**config.mk**
```make
export PLATFORM = sky130hd
export DESIGN_NAME = scu_sync_check
export DESIGN_NICKNAME = d
export VERILOG_FILES = /design/src/logic/scu_pkg.sv /design/src/logic/scu_sync_check.sv
export SDC_FILE = /design/constraint.sdc
export NUM_CORES = 2
export LEC_CHECK = 0
export BUFFER_PORTS_ARGS = -buffer_cell sky130_fd_sc_hd__buf_2
export CORE_ASPECT_RATIO = 0.7
export CORE_MARGIN = 3
export CORE_UTILIZATION = 61
export CTS_CLUSTER_SIZE = 12
export DETAILED_ROUTE_END_ITERATION = 7
export PLACE_DENSITY_LB_ADDON = 0.12
export SETUP_SLACK_MARGIN = 0.2
export SLEW_MARGIN = 5
export SYNTH_ARGS = -nofsm -noshare
export SYNTH_HDL_FRONTEND = slang
export SYNTH_SLANG_ARGS = --single-unit
```
**constraint.sdc**
```tcl
create_clock -name clk -period 17 [get_ports clk]
set_clock_uncertainty 0.05 [all_clocks]
set_input_delay 3.4 -clock clk [delete_from_list [all_inputs] [get_ports clk]]
set_output_delay 3.4 -clock clk [all_outputs]
set_load 0.005 [all_outputs]
```
**src/logic/scu_pkg.sv**
```systemverilog
// Package of types, register map and constants for the synchronism-check unit.
// Contract
// - One auxiliary channel in sync mode: only stage one, six references.
// - Both channels: stage one aux3, stage two aux4, stage three aux3-aux4.
// - Auto close enabled: stage one issues close command once synchronized, approaching, and closing time within breaker time.
// - Sync only when magnitude, frequency, angle differences are in limits.
// - Sync-ok, bypass, blocked changes log time-stamped events, 1 ms stamp.
// - Eight parameter sets, active set chosen by one common selector.
// - Each side classified live or dead against live and dead thresholds.
// - Selected live/dead combination is also required before synchronized.
// - Inputs are RMS voltage measurements arriving on a 5 ms base.
// - Stage condition code 0 blocked to 6 frequency ok.
// - Voltage state code 0 dead-dead to 5 not monitored.
// - Magnitude difference in 0.01 percent, clamped to plus/minus 120.
// - Angle difference reported in 0.01 degree steps.
// - Frequency difference reported in 0.001 hertz steps.
// - Switch state still, departing, approaching; only with auto close.
// - Estimated time to closing, 0 to 360 s in 0.005 s steps.
// - Time of one full relative rotation in 0.005 s steps.
// - Present relative angle in 0.001 degree steps.
package scu_pkg;

  localparam int unsigned CLK_HZ     = 200_000_000;
  localparam int unsigned STAMP_MS   = 1;
  localparam int unsigned MS_CYCLES  = CLK_HZ / 1000 * STAMP_MS;

  // Channel indices: 0..2 line voltages ab/bc/ca, 3..5 phase a/b/c, 6..7 aux.
  localparam logic [2:0] CH_AUX3   = 3'h6;
  localparam logic [2:0] CH_AUX4   = 3'h7;
  localparam logic [2:0] REF_NONE  = 3'h0;
  localparam logic [2:0] REF_LL_MAX = 3'h3;
  localparam logic [2:0] REF_MAX   = 3'h6;

  typedef struct packed {
    logic        [15:0] mag;   // RMS in 0.01 percent of nominal
    logic signed [19:0] ang;   // 0.001 deg
    logic signed [17:0] freq;  // 0.001 Hz
  } scu_chan_t;

  typedef struct packed {
    logic [15:0] live_thr;
    logic [15:0] dead_thr;
    logic [15:0] mag_max;
    logic [19:0] ang_max;
    logic [17:0] freq_max;
    logic [3:0]  vcond;        // allowed voltage states, bit index = state code
  } scu_set_t;

  typedef struct packed {
    logic               active;
    logic        [2:0]  volt;
    logic signed [16:0] mag_d;
    logic signed [20:0] ang_d;
    logic signed [18:0] freq_d;
    logic               vcond_ok;
    logic               mag_ok;
    logic               ang_ok;
    logic               freq_ok;
    logic               bypass;
    logic               ok;
  } scu_res_t;

  typedef struct packed {
    logic [31:0] stamp;
    logic [3:0]  src;
    logic        on;
  } scu_evt_t;

  typedef struct packed {
    logic [17:0] rsvd2;
    logic [1:0]  ref2;
    logic        rsvd1;
    logic [2:0]  ref1;
    logic [1:0]  view;
    logic [2:0]  set_sel;
    logic        auto_close_enable;
    logic        aux4_sync;
    logic        aux3_sync;
  } scu_ctrl_t;

  typedef struct packed {
    logic [4:0] rsvd5;
    logic [2:0] blocked;
    logic       rsvd4;
    logic [2:0] bypass;
    logic       rsvd3;
    logic [2:0] sync_ok;
    logic [5:0] rsvd2;
    logic [1:0] sw;
    logic       rsvd1;
    logic [2:0] volt;
    logic       rsvd0;
    logic [2:0] cond;
  } scu_status_t;

  localparam logic [2:0] COND_BLOCKED = 3'h0;
  localparam logic [2:0] COND_OK      = 3'h1;
  localparam logic [2:0] COND_BYPASS  = 3'h2;
  localparam logic [2:0] COND_VCOND   = 3'h3;
  localparam logic [2:0] COND_MAG     = 3'h4;
  localparam logic [2:0] COND_ANG     = 3'h5;
  localparam logic [2:0] COND_FREQ    = 3'h6;

  localparam logic [2:0] VOLT_DD    = 3'h0;
  localparam logic [2:0] VOLT_LD    = 3'h1;
  localparam logic [2:0] VOLT_DL    = 3'h2;
  localparam logic [2:0] VOLT_LL    = 3'h3;
  localparam logic [2:0] VOLT_UNDEF = 3'h4;
  localparam logic [2:0] VOLT_NOMON = 3'h5;

  localparam logic [1:0] SW_STILL  = 2'h0;
  localparam logic [1:0] SW_DEPART = 2'h1;
  localparam logic [1:0] SW_APPR   = 2'h2;

  localparam logic [7:0] A_CTRL   = 8'h00;
  localparam logic [7:0] A_BRK    = 8'h04;
  localparam logic [7:0] A_ISTAT  = 8'h08;
  localparam logic [7:0] A_IMASK  = 8'h0c;
  localparam logic [7:0] A_STATUS = 8'h10;
  localparam logic [7:0] A_MAGD   = 8'h14;
  localparam logic [7:0] A_ANGD   = 8'h18;
  localparam logic [7:0] A_FRQD   = 8'h1c;
  localparam logic [7:0] A_CLOSE  = 8'h20;
  localparam logic [7:0] A_ROT    = 8'h24;
  localparam logic [7:0] A_PLACE  = 8'h28;
  localparam logic [7:0] A_SET_LO = 8'h40;
  localparam logic [7:0] A_SET_HI = 8'hbc;

  localparam logic [16:0] BRK_RST    = 17'h0000a;
  localparam logic [16:0] TIME_MAX   = 17'h11940;
  localparam logic [16:0] MAG_SPAN   = 17'h02ee0;
  localparam logic [20:0] ANG_FULL   = 21'h057e40;
  localparam logic [39:0] ROT_NUM    = 40'h0000030d40;
  localparam logic [5:0]  DIV_STEPS  = 6'h28;
  localparam logic [20:0] ANG_DIV    = 21'h00000a;
  localparam logic [3:0]  N_EVT      = 4'h9;

  localparam scu_set_t SET_RST = '{live_thr: 16'h1f40, dead_thr: 16'h0fa0,
                                   mag_max: 16'h01f4, ang_max: 20'h02710,
                                   freq_max: 18'h000c8, vcond: 4'h8};

endpackage

```
**src/logic/scu_sync_check.sv**
```systemverilog
// Synchronism-check unit with AHB-Lite registers, events and interrupt.
`timescale 1ns/100ps
module scu_sync_check
  import scu_pkg::*;
#(
  parameter int unsigned MS_COUNT = MS_CYCLES
) (
  input  wire logic              clk,            // 200 MHz clock
  input  wire logic              rst_n,          // asynchronous reset
  input  wire logic              hsel,           // AHB select
  input  wire logic [31:0]       haddr,          // AHB address
  input  wire logic [1:0]        htrans,         // AHB transfer type
  input  wire logic              hwrite,         // AHB write
  input  wire logic [2:0]        hsize,          // AHB size, word only
  input  wire logic [31:0]       hwdata,         // AHB write data
  input  wire logic              hready,         // AHB bus ready
  output logic                   hreadyout,      // AHB slave ready
  output logic                   hresp,          // AHB response, OKAY
  output logic [31:0]            hrdata,         // AHB read data
  input  wire logic              meas_valid,     // new measurement set
  input  wire scu_chan_t [7:0]   meas,           // measured channels
  input  wire logic [2:0]        block_in,       // per-stage blocking
  output logic [2:0]             sync_ok_output, // per-stage sync ok
  output logic [2:0]             bypass_out,     // per-stage bypass
  output logic [2:0]             blocked_out,    // per-stage blocked
  output logic                   close_cmd,      // breaker close pulse
  output logic                   evt_valid,      // event pulse
  output scu_evt_t               evt,            // event record
  output logic                   irq             // interrupt level
);

  typedef enum logic [1:0] {S_IDLE, S_ROT, S_CLOSE} scu_state_t;

  // Stages read as not monitored until the first measurement set arrives.
  localparam scu_res_t RES_RST = '{volt: VOLT_NOMON, default: '0};

  scu_ctrl_t          ctrl;
  logic [16:0]        brk_time;
  logic [4:0]         irq_stat;
  logic [4:0]         irq_mask;
  scu_set_t           sets [8];
  scu_set_t           act_set;
  scu_res_t           res [3];
  scu_res_t           next_res [3];
  logic [8:0]         pend;
  logic [31:0]        stamp;
  logic [31:0]        tick;
  logic               wr_ph;
  logic [7:0]         wr_addr;
  logic               rd_ph;
  logic               rd_rdy;
  logic [7:0]         rd_addr;
  logic               accept;
  logic [31:0]        rd_data;
  logic [4:0]         irq_set;
  logic [1:0]         vs;
  scu_state_t         state;
  logic               start_q;
  logic               calc_done;
  logic [39:0]        div_quo;
  logic [39:0]        div_rem;
  logic [39:0]        div_den;
  logic [5:0]         div_cnt;
  logic [39:0]        next_sh;
  logic               next_ge;
  logic [39:0]        next_rem;
  logic [39:0]        next_quo;
  logic [16:0]        rot_time;
  logic [16:0]        close_time;
  logic [16:0]        next_close;
  logic [20:0]        f_abs;
  logic [20:0]        a_abs;
  logic [20:0]        ang_rem;
  logic               approach;
  logic [1:0]         sw_state;
  logic [8:0]         outs;
  logic [8:0]         next_outs;
  logic [8:0]         emit;
  logic [3:0]         emit_src;

  function automatic logic [20:0] abs21(input logic signed [20:0] v);
    return v[20] ? 21'(-v) : 21'(v);
  endfunction

  // Parameter set number from a byte address inside the set window.
  function automatic logic [2:0] set_index(input logic [7:0] a);
    return 3'(a[7:4] - A_SET_LO[7:4]);
  endfunction

  function automatic logic [16:0] sat_time(input logic [39:0] q,
                                           input logic zero_den);
    return (zero_den || q > 40'(TIME_MAX)) ? TIME_MAX : q[16:0];
  endfunction

  function automatic scu_res_t eval_stage(input logic act,
                                          input scu_chan_t a,
                                          input scu_chan_t b,
                                          input scu_set_t s);
    scu_res_t r;
    logic la;
    logic lb;
    logic da;
    logic db;
    r = '0;
    r.active = act;
    la = a.mag > s.live_thr;
    lb = b.mag > s.live_thr;
    da = a.mag < s.dead_thr;
    db = b.mag < s.dead_thr;
    if (!act) r.volt = VOLT_NOMON;
    else if (la && lb) r.volt = VOLT_LL;
    else if (la && db) r.volt = VOLT_LD;
    else if (da && lb) r.volt = VOLT_DL;
    else if (da && db) r.volt = VOLT_DD;
    else r.volt = VOLT_UNDEF;
    r.mag_d = $signed({1'b0, a.mag}) - $signed({1'b0, b.mag});
    if (r.mag_d > $signed(MAG_SPAN)) r.mag_d = $signed(MAG_SPAN);
    if (r.mag_d < -$signed(MAG_SPAN)) r.mag_d = -$signed(MAG_SPAN);
    r.ang_d = 21'(a.ang) - 21'(b.ang);
    r.freq_d = 19'(a.freq) - 19'(b.freq);
    r.mag_ok = act && abs21(21'(r.mag_d)) <= 21'(s.mag_max);
    r.ang_ok = act && abs21(r.ang_d) <= 21'(s.ang_max);
    r.freq_ok = act && abs21(21'(r.freq_d)) <= 21'(s.freq_max);
    r.vcond_ok = act && r.volt <= VOLT_LL && s.vcond[r.volt[1:0]];
    r.bypass = r.vcond_ok && r.volt != VOLT_LL;
    r.ok = r.vcond_ok && r.volt == VOLT_LL && r.mag_ok && r.ang_ok
           && r.freq_ok;
    return r;
  endfunction

  function automatic logic [2:0] cond_code(input scu_res_t r,
                                           input logic blk);
    if (blk) return COND_BLOCKED;
    if (r.ok) return COND_OK;
    if (r.bypass) return COND_BYPASS;
    if (r.vcond_ok) return COND_VCOND;
    if (r.mag_ok) return COND_MAG;
    if (r.ang_ok) return COND_ANG;
    if (r.freq_ok) return COND_FREQ;
    return COND_BLOCKED;
  endfunction

  assign act_set = sets[ctrl.set_sel];

  always_comb begin
    logic one;
    logic both;
    logic [2:0] r1;
    logic [2:0] r2;
    one = ctrl.aux3_sync ^ ctrl.aux4_sync;
    both = ctrl.aux3_sync && ctrl.aux4_sync;
    r1 = ctrl.ref1;
    r2 = {1'b0, ctrl.ref2};
    // single auxiliary channel: stage one only, six references
    next_res[0] = eval_stage(
      (one && r1 != REF_NONE && r1 <= REF_MAX)
      || (both && r1 != REF_NONE && r1 <= REF_LL_MAX),
      (one && ctrl.aux4_sync) ? meas[CH_AUX4] : meas[CH_AUX3],
      meas[3'(r1 - 3'h1)], act_set);
    next_res[1] = eval_stage(both && r2 != REF_NONE && r2 <= REF_LL_MAX,
                             meas[CH_AUX4], meas[3'(r2 - 3'h1)], act_set);
    next_res[2] = eval_stage(both, meas[CH_AUX3], meas[CH_AUX4], act_set);
  end

  always_comb begin
    for (int i = 0; i < 3; i++) begin
      next_outs[i] = next_res[i].ok && !block_in[i];
      next_outs[i + 3] = next_res[i].bypass && !block_in[i];
      next_outs[i + 6] = (next_res[i].ok || next_res[i].bypass)
                         && block_in[i];
    end
  end

  assign outs = {blocked_out, bypass_out, sync_ok_output};

  // RMS set taken on each arrival
  always_ff @(posedge clk or negedge rst_n) begin
    if (!rst_n) begin
      for (int i = 0; i < 3; i++) res[i] <= RES_RST;
      sync_ok_output <= '0;
      bypass_out <= '0;
      blocked_out <= '0;
    end else if (meas_valid) begin
      for (int i = 0; i < 3; i++) res[i] <= next_res[i];
      {blocked_out, bypass_out, sync_ok_output} <= next_outs;
    end
  end

  always_ff @(posedge clk or negedge rst_n) begin
    if (!rst_n) begin
      tick <= '0;
      stamp <= '0;
    end else if (tick == MS_COUNT - 1) begin
      tick <= '0;
      stamp <= stamp + 32'h1;
    end else begin
      tick <= tick + 32'h1;
    end
  end

  always_comb begin
    emit = '0;
    emit_src = '0;
    for (int i = 8; i >= 0; i--) begin
      if (pend[i]) begin
        emit = '0;
        emit[i] = 1'b1;
        emit_src = 4'(i);
      end
    end
  end

  // one on or off event per output change, lowest source first
  always_ff @(posedge clk or negedge rst_n) begin
    if (!rst_n) begin
      pend <= '0;
      evt_valid <= 1'b0;
      evt <= '0;
    end else begin
      pend <= (pend & ~emit)
              | (meas_valid ? (next_outs ^ outs) : 9'h000);
      evt_valid <= |pend;
      if (|pend) evt <= '{stamp: stamp, src: emit_src, on: outs[emit_src]};
    end
  end

  // Divider shared by rotation time and closing time.
  assign next_sh = {div_rem[38:0], div_quo[39]};
  assign next_ge = next_sh >= div_den;
  assign next_rem = next_ge ? next_sh - div_den : next_sh;
  assign next_quo = {div_quo[38:0], next_ge};

  assign f_abs = abs21(21'(res[0].freq_d));
  assign a_abs = abs21(res[0].ang_d);
  assign approach = (res[0].freq_d != '0)
                    && (res[0].ang_d[20] != res[0].freq_d[18]);
  assign ang_rem = approach ? a_abs : ANG_FULL - a_abs;
  assign next_close = sat_time(next_quo, f_abs == '0);

  // switching state only with auto close
  always_comb begin
    if (!ctrl.auto_close_enable || res[0].freq_d == '0) sw_state = SW_STILL;
    else if (approach) sw_state = SW_APPR;
    else sw_state = SW_DEPART;
  end

  always_ff @(posedge clk or negedge rst_n) begin
    if (!rst_n) begin
      start_q <= 1'b0;
      state <= S_IDLE;
      div_quo <= '0;
      div_rem <= '0;
      div_den <= '0;
      div_cnt <= '0;
      rot_time <= TIME_MAX;
      close_time <= TIME_MAX;
      calc_done <= 1'b0;
      close_cmd <= 1'b0;
    end else begin
      start_q <= meas_valid;
      calc_done <= 1'b0;
      close_cmd <= 1'b0;
      unique case (state)
        S_IDLE: begin
          if (start_q) begin
            state <= S_ROT;
            div_quo <= ROT_NUM;
            div_rem <= '0;
            div_den <= 40'(f_abs);
            div_cnt <= '0;
          end
        end
        S_ROT: begin
          div_cnt <= div_cnt + 6'h1;
          div_rem <= next_rem;
          div_quo <= next_quo;
          if (div_cnt == DIV_STEPS - 6'h1) begin
            rot_time <= sat_time(next_quo, f_abs == '0);
            state <= S_CLOSE;
            div_quo <= 40'({ang_rem, 2'b00}) + 40'(ang_rem);
            div_rem <= '0;
            div_den <= 40'({f_abs, 3'b000}) + 40'(f_abs);
            div_cnt <= '0;
          end
        end
        S_CLOSE: begin
          div_cnt <= div_cnt + 6'h1;
          div_rem <= next_rem;
          div_quo <= next_quo;
          if (div_cnt == DIV_STEPS - 6'h1) begin
            close_time <= next_close;
            calc_done <= 1'b1;
            state <= S_IDLE;
            close_cmd <= ctrl.auto_close_enable && sync_ok_output[0]
                         && approach && next_close <= brk_time;
          end
        end
      endcase
    end
  end

  // AHB-Lite slave: writes land in the data phase, reads add one wait.
  assign accept = hsel && hready && htrans[1];
  assign hreadyout = !(rd_ph && !rd_rdy);
  assign hresp = 1'b0;
  assign vs = (ctrl.view > 2'h2) ? 2'h2 : ctrl.view;

  always_comb begin
    scu_status_t st;
    scu_set_t s;
    st = '0;
    st.cond = cond_code(res[vs], blocked_out[vs]);
    st.volt = res[vs].volt;
    st.sw = sw_state;
    st.sync_ok = sync_ok_output;
    st.bypass = bypass_out;
    st.blocked = blocked_out;
    s = sets[set_index(rd_addr)];
    rd_data = '0;
    if (rd_addr >= A_SET_LO && rd_addr <= A_SET_HI) begin
      unique case (rd_addr[3:2])
        2'h0: rd_data = {s.dead_thr, s.live_thr};
        2'h1: rd_data = {12'h000, s.vcond, s.mag_max};
        2'h2: rd_data = 32'(s.ang_max);
        2'h3: rd_data = 32'(s.freq_max);
      endcase
    end else begin
      unique case (rd_addr)
        A_CTRL: rd_data = ctrl;
        A_BRK: rd_data = 32'(brk_time);
        A_ISTAT: rd_data = 32'(irq_stat);
        A_IMASK: rd_data = 32'(irq_mask);
        A_STATUS: rd_data = st;
        A_MAGD: rd_data = 32'(res[vs].mag_d);
        A_ANGD: rd_data = 32'(res[vs].ang_d / $signed(ANG_DIV));
        A_FRQD: rd_data = 32'(res[vs].freq_d);
        A_CLOSE: rd_data = 32'(close_time);
        A_ROT: rd_data = 32'(rot_time);
        A_PLACE: rd_data = 32'(res[0].ang_d);
        default: rd_data = '0;
      endcase
    end
  end

  always_ff @(posedge clk or negedge rst_n) begin
    if (!rst_n) begin
      wr_ph <= 1'b0;
      wr_addr <= '0;
      rd_ph <= 1'b0;
      rd_rdy <= 1'b0;
      rd_addr <= '0;
      hrdata <= '0;
    end else begin
      wr_ph <= accept && hwrite;
      if (accept) wr_addr <= haddr[7:0];
      if (accept && !hwrite) begin
        rd_ph <= 1'b1;
        rd_addr <= haddr[7:0];
      end else if (rd_rdy) begin
        rd_ph <= 1'b0;
      end
      rd_rdy <= rd_ph && !rd_rdy;
      if (rd_ph && !rd_rdy) hrdata <= rd_data;
    end
  end

  always_ff @(posedge clk or negedge rst_n) begin
    if (!rst_n) begin
      ctrl <= '0;
      brk_time <= BRK_RST;
      irq_mask <= '0;
      for (int i = 0; i < 8; i++) sets[i] <= SET_RST;
    end else if (wr_ph) begin
      if (wr_addr >= A_SET_LO && wr_addr <= A_SET_HI) begin
        unique case (wr_addr[3:2])
          2'h0: {sets[set_index(wr_addr)].dead_thr,
                 sets[set_index(wr_addr)].live_thr} <= hwdata;
          2'h1: {sets[set_index(wr_addr)].vcond,
                 sets[set_index(wr_addr)].mag_max} <= hwdata[19:0];
          2'h2: sets[set_index(wr_addr)].ang_max <= hwdata[19:0];
          2'h3: sets[set_index(wr_addr)].freq_max <= hwdata[17:0];
        endcase
      end else begin
        unique case (wr_addr)
          A_CTRL: begin
            ctrl <= hwdata;
            ctrl.rsvd1 <= 1'b0;
            ctrl.rsvd2 <= '0;
          end
          A_BRK: brk_time <= hwdata[16:0];
          A_IMASK: irq_mask <= hwdata[4:0];
          default: ;
        endcase
      end
    end
  end

  // Sticky status: a new event wins over the clear by read.
  assign irq_set = {|((next_outs[8:6] & ~outs[8:6]) & {3{meas_valid}}),
                    close_cmd,
                    next_outs[2:0] & ~outs[2:0] & {3{meas_valid}}};

  always_ff @(posedge clk or negedge rst_n) begin
    if (!rst_n) begin
      irq_stat <= '0;
      irq <= 1'b0;
    end else begin
      irq_stat <= (irq_stat & ~((rd_ph && !rd_rdy && rd_addr == A_ISTAT)
                                ? irq_stat : 5'h00)) | irq_set;
      irq <= |(irq_stat & irq_mask);
    end
  end
endmodule

```
==> flow_results.xml <==
<?xml version="1.0" encoding="UTF-8"?>
<metrics>
  <group name="route">
    <metric name="route.detailed.vias_per_inst" unit="">6.81</metric>
    <metric name="detail_route.drc_violations" unit="">0</metric>
    <metric name="detail_route.first_pass.iterations" unit="">6</metric>
    <metric name="drtIter0Drc" unit="">8845</metric>
    <metric name="route.antenna.remaining_nets" unit="">0</metric>
    <metric name="drt_wl_total" unit="mm">320</metric>
    <metric name="routed_wire_length_per_instance" unit="um">28.9</metric>
    <metric name="via_count" unit="">75300</metric>
  </group>
  <group name="cts">
    <metric name="clk-insertion-delay-late" unit="ns">0.81</metric>
    <metric name="clock_sink_count" unit="">1278</metric>
    <metric name="tritoncts" unit="">done</metric>
    <metric name="post-cts-setup-buffers" unit="">0</metric>
    <metric name="cts_buffers" unit="">135</metric>
    <metric name="htree_levels" unit="">4</metric>
    <metric name="postCtsResizedCells" unit="">0</metric>
    <metric name="cts_root_buffer" unit="">sky130_fd_sc_hd__clkbuf_16</metric>
    <metric name="cts_hold_repair.buffers" unit="">0</metric>
    <metric name="worst_setup_hold_path_clk_slew" unit="ns">0.06</metric>
    <metric name="clock_buffer_depth" unit="">3</metric>
  </group>
  <group name="cells_and_area">
    <metric name="commonest_cells_after_routing_fill_and_taps_aside" unit="">1032 x sky130_fd_sc_hd__dfrtp_1, 1018 x sky130_fd_sc_hd__mux2_2, 615 x sky130_fd_sc_hd__mux4_2</metric>
    <metric name="final_common_cell" unit="">sky130_fd_sc_hd__dfrtp_1</metric>
    <metric name="post_layout_nonfiller_instances" unit="">11100</metric>
    <metric name="num-nets-final" unit="">9979</metric>
    <metric name="final_core_utilization" unit="%">67.9</metric>
    <metric name="syn_to_final_growth" unit="%">10.1</metric>
    <metric name="final_layout_size_suffix_gt1_share" unit="%">32.7</metric>
  </group>
  <group name="synthesis">
    <metric name="synth-seq-cells" unit="">1278</metric>
    <metric name="ys_types" unit="">128</metric>
    <metric name="ys.flop_type" unit="">sky130_fd_sc_hd__dfrtp_1</metric>
    <metric name="synth-edff-count" unit="">0</metric>
    <metric name="postSynth.asyncResetShare" unit="%">100</metric>
    <metric name="ys_warn_count" unit="">0</metric>
    <metric name="synth_sequential_area_ratio" unit="%">34.1</metric>
    <metric name="netlist_area" unit="sq um">94700</metric>
    <metric name="synthesis.area_per_instance" unit="sq um">11.2</metric>
    <metric name="post_synth_inst_count" unit="">8463</metric>
  </group>
  <group name="worst_setup_path">
    <metric name="crit_path_max_fanout" unit="">14</metric>
    <metric name="critical_path.slowest_cell" unit="">sky130_fd_sc_hd__ha_1</metric>
    <metric name="path_class" unit="">in -&gt; reg</metric>
    <metric name="setup.worst_path.end_class" unit="">flop</metric>
    <metric name="timing.critical_path.mode_cell" unit="">sky130_fd_sc_hd__a21o_1</metric>
    <metric name="worst_endpoint_data_arrival_time" unit="ns">14.33</metric>
    <metric name="worst_path_largest_cell_delay" unit="ns">0.56</metric>
    <metric name="worst-r2r-setup-slack" unit="ns">4.00</metric>
    <metric name="worstSetupStartpointType" unit="">primary input</metric>
    <metric name="worstRegToRegCells" unit="">54</metric>
    <metric name="endpoint_of_the_most_critical_register_to_register_path" unit="">pend[6]</metric>
    <metric name="rr_startpoint" unit="">ctrl[8]</metric>
    <metric name="critical_path_required" unit="ns">17.62</metric>
  </group>
  <group name="power">
    <metric name="total_power" unit="mW">18.9</metric>
    <metric name="standby_leakage_power" unit="nW">44.9</metric>
    <metric name="p_per_area" unit="nW/um^2">181</metric>
    <metric name="peakVddDrop" unit="mV">0.314</metric>
  </group>
  <group name="floorplan">
    <metric name="num_rows" unit="">120</metric>
    <metric name="floorplan.die.height" unit="um">336</metric>
    <metric name="initial_core_util" unit="%">61.6</metric>
    <metric name="io_pins" unit="">593</metric>
    <metric name="floorplan.die_area" unit="sq um">160000</metric>
    <metric name="core" unit="sq um">154000</metric>
    <metric name="die_w" unit="um">477</metric>
  </group>
  <group name="sta">
    <metric name="maxSlewHeadroom" unit="%">8.83</metric>
    <metric name="setup_viol_count_final" unit="">0</metric>
    <metric name="period_minus_slack" unit="ns">13.71</metric>
    <metric name="max_freq" unit="GHz">0.0729</metric>
    <metric name="fin_hold_ws" unit="ns">0.419</metric>
    <metric name="timing_max_transition_violations_final" unit="">0</metric>
    <metric name="actual_slew_at_the_worst_max_slew_pin" unit="ns">1.33</metric>
    <metric name="final_hold_viol_count" unit="">0</metric>
    <metric name="fin_setup_tns" unit="ns">0</metric>
    <metric name="rsz_0062_raised_after_global_routing" unit="">no</metric>
    <metric name="final_min_period_over_clock_period" unit="%">80.6</metric>
  </group>
  <group name="worst_hold_path">
    <metric name="min_delay_worst_endpoint" unit="">stamp[31]</metric>
    <metric name="hp-class" unit="">reg -&gt; reg</metric>
    <metric name="holdPathStages" unit="">1</metric>
    <metric name="hold_start" unit="">stamp[31]</metric>
  </group>
  <group name="global_route">
    <metric name="grt-ovfl-total" unit="">0</metric>
    <metric name="grt.total_usage" unit="%">39.4</metric>
    <metric name="grt_pass1_wl" unit="mm">474</metric>
    <metric name="first_global_vias" unit="">73600</metric>
    <metric name="grt_antenna_before_repair" unit="">29</metric>
    <metric name="grt_max_degree" unit="">168</metric>
  </group>
  <group name="placement">
    <metric name="gp_congestion" unit="">1.00</metric>
    <metric name="io_buffer_count" unit="">563</metric>
    <metric name="placed_cells_incl_taps" unit="">10800</metric>
    <metric name="hpwlAfterDp" unit="mm">236</metric>
  </group>
  <group name="status">
    <metric name="outcome" unit="">finished clean</metric>
  </group>
  <group name="flow_run">
    <metric name="timing.max_cap.violations" unit="">0</metric>
  </group>
</metrics>
how the worst max path moves through the flow:
stage,startpoint,end,depth (start not counted)
6_report,meas[363],pend[6],53
4_1_cts,meas[363],pend[6],53
3_3_place_gp,meas[417],pend[1],51
5_1_grt,meas[363],pend[6],53
2_1_floorplan,meas[254],pend[6],56
3_5_place_dp,meas[363],irq_stat[4],54
synth_stat cells (96+ instances only):
| cell | n | area [sq um] |
|---|---|---|
| sky130_fd_sc_hd__nor2_1 | 488 | 1830 |
| sky130_fd_sc_hd__mux2i_1 | 298 | 2980 |
| sky130_fd_sc_hd__nor3_1 | 100 | 500 |
| sky130_fd_sc_hd__buf_1 | 115 | 432 |
| sky130_fd_sc_hd__ha_1 | 596 | 7460 |
| sky130_fd_sc_hd__nor2b_1 | 97 | 607 |
| sky130_fd_sc_hd__dfrtp_1 | 1044 | 26100 |
| sky130_fd_sc_hd__mux2_2 | 1018 | 11500 |
| sky130_fd_sc_hd__a21o_1 | 133 | 998 |
| sky130_fd_sc_hd__xor2_1 | 194 | 1700 |
| sky130_fd_sc_hd__xnor2_1 | 310 | 2720 |
| sky130_fd_sc_hd__nand3_1 | 96 | 480 |
| sky130_fd_sc_hd__inv_1 | 355 | 1330 |
| sky130_fd_sc_hd__clkbuf_1 | 345 | 1290 |
| sky130_fd_sc_hd__nand4_1 | 103 | 644 |
| sky130_fd_sc_hd__o21ai_0 | 373 | 1870 |
| sky130_fd_sc_hd__dfstp_2 | 234 | 6150 |
| sky130_fd_sc_hd__a21oi_1 | 485 | 2430 |
| sky130_fd_sc_hd__nand2_1 | 453 | 1700 |
| sky130_fd_sc_hd__mux4_2 | 615 | 13900 |
| sky130_fd_sc_hd__nand2b_1 | 109 | 682 |
logic make-up after synthesis:
kind of cell,Yosys count,share of synthesized area [%]
compound gates,1566,10.6
xor+xnor,504,4.66
fa+ha+maj,609,8.14
buf+inv,839,3.41
flops,1278,34.1
mux,1954,30.2
other cells,1,0.00396
simple gates,1712,8.86
stage by stage:
stage	worst slack [ns]	cell area (sq um)
floorplan	4.55	94700
global placement	2.98	99800
detailed placement	2.84	99800
CTS	3.61	104000
global route	2.40	104000
finish	3.29	104000
cell type report:
type,instances,area [sq um]
fill,11500,49400
timing repair buffer,740,4210
multi-input combinational,6348,59300
clock inverter,30,499
clock buffer,216,3880
sequential,1278,32300
inverter,358,1340
antenna,22,55.1
tap,2074,2590
power breakdown:
part	internal [mW]	leakage [nW]	total [mW]	switching [mW]
registers	3.48	15.2	3.96	0.477
logic	4.63	27.6	11.9	7.29
clock network	1.63	2.10	2.98	1.36
total	9.74	44.9	18.9	9.12
per-layer routing:
layer | share of wire [%] | track usage [%] | vias up | wire length [um]
li1 | - | - | 32500 | -
met1 | 42 | 56.3 | 38300 | 133000
met2 | 42 | 55.7 | 3866 | 134000
met3 | 12 | 13.1 | 651 | 39900
met4 | 3.9 | 14.4 | 4 | 12400
met5 | 0.0084 | 0 | - | 27
worst max-delay path: cells and delay by family:
family,cells,cell delay [ns]
XOR/XNOR,2,0.24
adder cells (fa/ha/maj),5,1.68
AO/OA/AOI/OAI,21,4.03
AND/OR/NAND/NOR,20,3.61
buffers and inverters,3,0.50
multiplexers,2,0.87
Note: power is estimated with default switching activity, not from simulation.
